===== src/core/ccel_pkg.sv =====
// shared constants for the comparator control and event logic
`default_nettype none

package ccel_pkg;

    // ==========================================================
    // geometry
    localparam int NCH = 4;
    localparam int NAMP = 3;
    localparam int REG_W = 16;
    localparam int SYNC_STAGES = 2;

    // ==========================================================
    // register byte offsets on the bus
    localparam logic [11:0] OFS_STATUS = 12'h000;
    localparam logic [11:0] OFS_CTL_BASE = 12'h004;
    localparam logic [11:0] OFS_CTL_STEP = 12'h004;

    // ==========================================================
    // control word fields
    localparam int BIT_EN = 15;
    localparam int BIT_OE = 14;
    localparam int BIT_POL = 13;
    localparam int BIT_AMP = 10;
    localparam int BIT_EVT = 9;
    localparam int BIT_RES = 8;
    localparam int BIT_EDGE_LO = 6;
    localparam int BIT_REF = 4;
    localparam int BIT_NEG_LO = 0;

    // ==========================================================
    // status word fields
    localparam int BIT_STOP_IDLE = 15;
    localparam int STAT_EVT_LO = 8;
    localparam int STAT_RES_LO = 0;

    // ==========================================================
    // writable bits and reset values
    localparam logic [15:0] CTL_WMASK = 16'he4d3;
    localparam logic [15:0] CTL4_WMASK = 16'he0d3;
    localparam logic [15:0] CTL_RST = 16'h0000;
    localparam logic STOP_IDLE_RST = 1'b0;

    // ==========================================================
    // event edge codes
    typedef enum logic [1:0] {
        EDGE_OFF = 2'h0,
        EDGE_RISE = 2'h1,
        EDGE_FALL = 2'h2,
        EDGE_ANY = 2'h3
    } ccel_edge_e;

endpackage : ccel_pkg

`default_nettype wire


===== src/core/ccel_chan.sv =====
// one channel: result synchroniser, polarity, edge detect, sticky event
`default_nettype none

module ccel_chan (
    input wire logic pclk,
    input wire logic presetn,
    input wire logic raw_in,
    input wire logic run,
    input wire logic polarity,
    input wire ccel_pkg::ccel_edge_e edge_sel,
    input wire logic evt_wr,
    input wire logic evt_wdata,
    output logic result,
    output logic event_flag,
    output logic trigger
);
    import ccel_pkg::*;

    logic sync1_ff;
    logic sync2_ff;
    logic res_ff;
    logic evt_ff;
    logic trig_ff;
    logic nxt_res;
    logic nxt_evt;
    logic rise;
    logic fall;
    logic hit;
    logic set;

    // ==========================================================
    // next state
    always_comb begin
        nxt_res = run ? (sync2_ff ^ polarity) : 1'b0;
        rise = run && !res_ff && nxt_res;
        fall = run && res_ff && !nxt_res;
        unique case (edge_sel)
            EDGE_OFF: hit = 1'b0;
            EDGE_RISE: hit = rise;
            EDGE_FALL: hit = fall;
            EDGE_ANY: hit = rise || fall;
        endcase
        set = hit && !evt_ff;
        nxt_evt = set || (evt_wr ? evt_wdata : evt_ff);
    end

    // ==========================================================
    // registers
    // two-stage sync, one prior sample
    always_ff @(posedge pclk or negedge presetn) begin
        if (!presetn) begin
            sync1_ff <= 1'b0;
            sync2_ff <= 1'b0;
            res_ff <= 1'b0;
            evt_ff <= 1'b0;
            trig_ff <= 1'b0;
        end else begin
            sync1_ff <= raw_in;
            sync2_ff <= sync1_ff;
            res_ff <= nxt_res;
            evt_ff <= nxt_evt;
            trig_ff <= set;
        end
    end

    assign result = res_ff;
    assign event_flag = evt_ff;
    assign trigger = trig_ff;

endmodule // ccel_chan

`default_nettype wire


===== src/core/ccel_top.sv =====
// comparator control, status and event logic behind an apb slave
`default_nettype none

module ccel_top #(
    parameter logic [3:0] POS_BONDED = 4'hf,
    parameter logic [15:0] NEG_BONDED = 16'hf333
) (
    input wire logic pclk,
    input wire logic presetn,
    input wire logic [11:0] paddr,
    input wire logic psel,
    input wire logic penable,
    input wire logic pwrite,
    input wire logic [31:0] pwdata,
    input wire logic [3:0] pstrb,
    output logic [31:0] prdata,
    output logic pready,
    output logic pslverr,
    input wire logic idle_mode,
    input wire logic [ccel_pkg::NCH-1:0] cmp_raw,
    output logic [ccel_pkg::NCH-1:0] compare_output_pin,
    output logic [ccel_pkg::NCH-1:0] compare_output_pin_oe,
    output logic [ccel_pkg::NCH-1:0] chan_power,
    output logic [ccel_pkg::NAMP-1:0] amp_mode,
    output logic [ccel_pkg::NCH-1:0] pos_use_ref,
    output logic [2*ccel_pkg::NCH-1:0] neg_sel,
    output logic [ccel_pkg::NCH-1:0] pos_tie_gnd,
    output logic [ccel_pkg::NCH-1:0] neg_tie_gnd,
    output logic [ccel_pkg::NCH-1:0] event_trigger
);
    import ccel_pkg::*;

    // ==========================================================
    // address decode: 0 status, 1..4 control, 7 unmapped
    function automatic logic [2:0] reg_index(input logic [11:0] a);
        logic [2:0] idx;
        idx = 3'h7;
        if (a == OFS_STATUS) begin
            idx = 3'h0;
        end
        for (int k = 0; k < NCH; k++) begin
            if (a == OFS_CTL_BASE + 12'(k) * OFS_CTL_STEP) begin
                idx = 3'(k + 1);
            end
        end
        return idx;
    endfunction

    logic [15:0] ctl_ff [NCH];
    logic [15:0] nxt_ctl [NCH];
    logic stop_idle_ff;
    logic nxt_stop_idle;
    logic pready_ff;
    logic nxt_pready;
    logic pslverr_ff;
    logic nxt_pslverr;
    logic [31:0] prdata_ff;
    logic [31:0] nxt_prdata;
    logic [NCH-1:0] pin_ff;
    logic [NCH-1:0] nxt_pin;
    logic [NCH-1:0] pin_oe_ff;
    logic [NCH-1:0] nxt_pin_oe;
    logic [NCH-1:0] power_ff;
    logic [NCH-1:0] nxt_power;
    logic [NAMP-1:0] amp_ff;
    logic [NAMP-1:0] nxt_amp;
    logic [NCH-1:0] ref_ff;
    logic [NCH-1:0] nxt_ref;
    logic [2*NCH-1:0] neg_ff;
    logic [2*NCH-1:0] nxt_neg;
    logic [NCH-1:0] pos_gnd_ff;
    logic [NCH-1:0] nxt_pos_gnd;
    logic [NCH-1:0] neg_gnd_ff;
    logic [NCH-1:0] nxt_neg_gnd;
    logic [2:0] idx;
    logic access;
    logic done;
    logic wr_go;
    logic [15:0] wmask;
    logic [15:0] status_w;
    logic [NCH-1:0] amp_w;
    logic [NCH-1:0] run_w;
    logic [NCH-1:0] evt_w;
    logic [NCH-1:0] res_w;
    logic [NCH-1:0] trig_w;
    logic [NCH-1:0] evt_wr_w;

    // ==========================================================
    // bus handshake: one wait state, answer registered
    always_comb begin
        idx = reg_index(paddr);
        access = psel && penable;
        done = access && pready_ff;
        wr_go = done && pwrite && (idx != 3'h7);
        wmask = {{8{pstrb[1]}}, {8{pstrb[0]}}};
        nxt_pready = access && !pready_ff;
        nxt_pslverr = nxt_pready && (idx == 3'h7);
        nxt_prdata = 32'h0000_0000;
        if (nxt_pready && !pwrite) begin
            if (idx == 3'h0) begin
                nxt_prdata = {16'h0000, status_w};
            end else if (idx != 3'h7) begin
                nxt_prdata = {16'h0000, ctl_rd(idx - 3'h1)};
            end
        end
    end

    // ==========================================================
    // readback
    function automatic logic [15:0] ctl_rd(input logic [2:0] i);
        logic [15:0] v;
        v = 16'h0000;
        for (int k = 0; k < NCH; k++) begin
            if (3'(k) == i) begin
                v = ctl_ff[k];
                v[BIT_EVT] = evt_w[k];
                v[BIT_RES] = res_w[k];
            end
        end
        return v;
    endfunction

    always_comb begin
        status_w = 16'h0000;
        status_w[BIT_STOP_IDLE] = stop_idle_ff;
        status_w[STAT_EVT_LO +: NCH] = evt_w;
        status_w[STAT_RES_LO +: NCH] = res_w;
    end

    // ==========================================================
    // register writes
    always_comb begin
        nxt_stop_idle = stop_idle_ff;
        if (wr_go && idx == 3'h0 && pstrb[1]) begin
            nxt_stop_idle = pwdata[BIT_STOP_IDLE];
        end
        for (int k = 0; k < NCH; k++) begin
            nxt_ctl[k] = ctl_ff[k];
            evt_wr_w[k] = wr_go && (idx == 3'(k + 1)) && pstrb[1];
            if (wr_go && idx == 3'(k + 1)) begin
                nxt_ctl[k] = (ctl_ff[k] & ~wmask) | (pwdata[15:0] & wmask &
                    ((k == NCH - 1) ? CTL4_WMASK : CTL_WMASK));
            end
        end
    end

    always_ff @(posedge pclk or negedge presetn) begin
        if (!presetn) begin
            for (int k = 0; k < NCH; k++) begin
                ctl_ff[k] <= CTL_RST;
            end
            stop_idle_ff <= STOP_IDLE_RST;
            pready_ff <= 1'b0;
            pslverr_ff <= 1'b0;
            prdata_ff <= 32'h0000_0000;
        end else begin
            for (int k = 0; k < NCH; k++) begin
                ctl_ff[k] <= nxt_ctl[k];
            end
            stop_idle_ff <= nxt_stop_idle;
            pready_ff <= nxt_pready;
            pslverr_ff <= nxt_pslverr;
            prdata_ff <= nxt_prdata;
        end
    end

    // ==========================================================
    // channels
    for (genvar g = 0; g < NCH; g++) begin : g_ch
        // mode bit only on amplifier-capable channels
        assign amp_w[g] = (g < NAMP) && ctl_ff[g][BIT_AMP];
        assign run_w[g] = ctl_ff[g][BIT_EN] && !amp_w[g] &&
            !(stop_idle_ff && idle_mode);
        ccel_chan u_chan (
            .pclk(pclk),
            .presetn(presetn),
            .raw_in(cmp_raw[g]),
            .run(run_w[g]),
            .polarity(ctl_ff[g][BIT_POL]),
            .edge_sel(ccel_edge_e'(ctl_ff[g][BIT_EDGE_LO +: 2])),
            .evt_wr(evt_wr_w[g]),
            .evt_wdata(pwdata[BIT_EVT]),
            .result(res_w[g]),
            .event_flag(evt_w[g]),
            .trigger(trig_w[g])
        );
    end

    // ==========================================================
    // analog steering and pin
    always_comb begin
        nxt_amp = amp_w[NAMP-1:0];
        for (int k = 0; k < NCH; k++) begin
            nxt_power[k] = ctl_ff[k][BIT_EN] && !(stop_idle_ff && idle_mode);
            nxt_pin_oe[k] = run_w[k] && ctl_ff[k][BIT_OE];
            nxt_pin[k] = nxt_pin_oe[k] && res_w[k];
            nxt_ref[k] = ctl_ff[k][BIT_REF] && !amp_w[k];
            // two minus pins on amp channels
            // four minus sources on channel four
            nxt_neg[2*k +: 2] = ctl_ff[k][BIT_NEG_LO +: 2];
            nxt_pos_gnd[k] = !nxt_ref[k] && !POS_BONDED[k];
            nxt_neg_gnd[k] = !NEG_BONDED[4*k + int'(ctl_ff[k][BIT_NEG_LO +: 2])];
        end
    end

    always_ff @(posedge pclk or negedge presetn) begin
        if (!presetn) begin
            pin_ff <= '0;
            pin_oe_ff <= '0;
            power_ff <= '0;
            amp_ff <= '0;
            ref_ff <= '0;
            neg_ff <= '0;
            pos_gnd_ff <= '0;
            neg_gnd_ff <= '0;
        end else begin
            pin_ff <= nxt_pin;
            pin_oe_ff <= nxt_pin_oe;
            power_ff <= nxt_power;
            amp_ff <= nxt_amp;
            ref_ff <= nxt_ref;
            neg_ff <= nxt_neg;
            pos_gnd_ff <= nxt_pos_gnd;
            neg_gnd_ff <= nxt_neg_gnd;
        end
    end

    assign prdata = prdata_ff;
    assign pready = pready_ff;
    assign pslverr = pslverr_ff;
    assign compare_output_pin = pin_ff;
    assign compare_output_pin_oe = pin_oe_ff;
    assign chan_power = power_ff;
    assign amp_mode = amp_ff;
    assign pos_use_ref = ref_ff;
    assign neg_sel = neg_ff;
    assign pos_tie_gnd = pos_gnd_ff;
    assign neg_tie_gnd = neg_gnd_ff;
    // triggers come straight from channel flip-flops
    assign event_trigger = trig_w;
endmodule // ccel_top

`default_nettype wire


===== config.mk =====
export PLATFORM = sky130hd
export DESIGN_NAME = ccel_top
export DESIGN_NICKNAME = d
export VERILOG_FILES = /design/src/core/ccel_pkg.sv /design/src/core/ccel_chan.sv /design/src/core/ccel_top.sv
export SDC_FILE = /design/constraint.sdc
export NUM_CORES = 1
export LEC_CHECK = 0
export ABC_AREA = 1
export BUFFER_PORTS_ARGS = -buffer_cell sky130_fd_sc_hd__buf_2
export CAP_MARGIN = 25
export CORE_AREA = 2 2 104 106
export DETAILED_ROUTE_END_ITERATION = 10
export DIE_AREA = 0 0 106 108
export HOLD_SLACK_MARGIN = 0.12
export PLACE_DENSITY = 0.76
export SYNTH_ARGS = -nofsm -noshare
export SYNTH_HDL_FRONTEND = slang
export SYNTH_SLANG_ARGS = --single-unit

===== constraint.sdc =====
create_clock -name pclk -period 2.37 [get_ports pclk]
set_clock_uncertainty 0.2 [all_clocks]
set_input_delay 0.237 -clock pclk [delete_from_list [all_inputs] [get_ports pclk]]
set_output_delay 0.237 -clock pclk [all_outputs]
set_load 0.01 [all_outputs]

==> results.cfg <==
[logic_synthesis]
synth_area_leaders = dfrtp_1, nand2_1, inv_1
async_reset_ff_frac = 1.000
yosys.area.top_type = dfrtp_1
yosysMostFrequentCell = dfrtp_1
ys_ff_latch = 122
syn_area_sq_um = 5323
avgSynthCellArea_sq_um = 9.338
yosysUniqueCellTypes = 37
synth.top_cell.area_share = 0.5736
synth_edf_count = 0
netlist_top_cells_count = dfrtp_1, nand2_1, inv_1, nor2_1, nand3_1
syn_inst = 570
synth_warnings = 0
ys.flop_type = dfrtp_1
yosysSeqAreaShare = 0.5736

[sta]
final.min_clock_period_ps = 2192
finalMaxSlewViolations = 0
fin_crit_sh = 0.9251
rsz0062_at_grt = no
final.setup.tns_ps = 0
setup_viol = 0
clock.fmax_mhz = 456.1
fin_ws_ps = 177.5
hold_violations = 0

[critical_path]
crit_required_ps = 2620
critical_path_arrival_ps = 2450
slowest_delay_ps = 550
reg2reg_depth = 6
startpoint = paddr[7]
critPathKind = in2reg
reg2reg_slack_ps = 210
slowest_stage = dlygate4sd3_1
crit_path_end_kind = flip-flop
reg2reg_from = pready
critPathMaxFanout = 12
start_kind = primary input
crit_path_cell_trace = buf_2, nor2_1, nand2_1, inv_2, buf_4, nand3_4, inv_2, nand4_4, inv_2, nand2_1, dlygate4sd3_1, nand2_1

[clock_tree]
cts_setup_buffers = 0
cts_sinks = 122
cts_root_buf = clkbuf_8
worst_skew_pair.late_latency_ps = 530
cts_hold_buf = 28
clock_path_buffers = 2
clk_pin_slew_ps = 50
cts_tree = yes
cts_resized = 0
h-tree-depth = 4
cts_buffers = 17

[global_routing]
grt_pass1_wl_microns = 20810
grt_max_degree = 48
overflow = 0
grtUsageTotal = 0.2439
first_global_vias = 4146
antenna_found_initial = 0

[finish]
final_nets = 753
stdcell_count = 843
final_layout_size_suffix_gt1_frac = 0.2362
postLayoutCoreUtil = 0.6579
area_delta_synth_final_pct = 26.47
num_antenna_cells = 0

[route]
drt_iter0_markers = 385
drc_errors = 0
wl_per_cell_microns = 15.65
met3WireLength_microns = 1159
first_pass_iters = 5
viasPerCell = 5.140
drtAntennaViolNets = 0
dr_total_vias = 4333
met2_length_microns = 6230
wirelength_microns = 13200
met1Wirelength_microns = 5544
top_layer = met4

[status]
outcome = finished, final reports clean

[pwr]
vdd_drop_max_mv = 0.5079
p_leak_nw = 3.621
total_power_w = 0.004883
p_per_area_nw_per_um2 = 725.3

[place]
pre_cts_slack_ps = 205.4
gp_congestion = 0.9274
place_inst = 784
hpwl_microns = 9005
io_buffers = 85

[floorplan]
die_h_microns = 108
core-area_sq_um = 10230
die_w_microns = 106
start_util = 0.5202
die_area_sq_um = 11450
ioPinCount = 131
rows = 37

[flow_run]
cap_violations = 0

[hold_path]
min-delay-start = paddr[2]
min_to = prdata[15]
holdCritPathClass = in2reg
min_path_cells = 7
==> cell families after synthesis <==
kind of cell    after synthesis  share of synthesized area
mux                           5                    0.01058
buf+inv                     117                     0.1091
flops                       122                     0.5736
compound gates               59                    0.05807
other cells                   1                  0.0007045
simple gates                263                     0.2431
xor+xnor                      3                   0.004937
==> worst max-delay path by stage <==
stage                 endpoint  slack, ps
global route         flip-flop         50
detailed placement  prdata[14]        210
global placement    prdata[12]        270
floorplan            flip-flop        630
finish               flip-flop        180
CTS                 ctl_ff[37]        210
==> layout by cell type, fill, tap and decap left out, drive strengths merged <==
cell type    Yosys  routed
o22ai            1       1
mux2             5       5
nor2            58      58
dlygate4sd3      0      27
conb             1      21
buf             38     100
a21oi           16      16
nand3b           1       1
nand4           27      27
nand2          127     127
bufinv           0       4
nor3             9       9
xnor2            3       3
nand3           35      35
or2              4       4
a21o             1       1
clkinv           0       5
nor3b            1       1
dfrtp          122     122
o21ai           37      37
o211ai           4       4
inv             76      76
and2             1       1
clkbuf           3      22
==> layout make-up <==
class                      instances  area (sq um)
fill                             798          3500
clock buffer                      22         452.9
multi-input combinational        351          1764
timing repair buffer             127         860.8
clock inverter                     9         145.1
sequential                       122          3053
tap                              136         170.2
inverter                          76         285.3
==> routing by layer <==
metal,up-vias,GRT usage
met5,-,0
met4,0,0.1090
met3,32,0.06691
met2,237,0.3848
met1,2038,0.3184
li1,2026,-
==> worst max-delay path, delay by kind of cell <==
family	cells	cell delay, ps
buf+inv	6	1430
simple gates	6	780
==> per-stage QoR <==
step | hold WS (ps) | instance area [sq um]
global placement | 24.07 | 5843
detailed placement | 22.21 | 5843
floorplan | -258.6 | 5398
finish | 125.7 | 6731
global route | 148.3 | 6731
CTS | 122.7 | 6731
==> power breakdown <==
part           leakage, nW  total [W]  switching (W)  internal [W]
combinational         1.73   0.000182       0.000114     0.0000682
clock                0.298    0.00260       0.000856       0.00175
sequential            1.59    0.00210     0.00000383       0.00209
total                 3.62    0.00488       0.000974       0.00391
No activity file was read; power rests on OpenSTA's default activity.
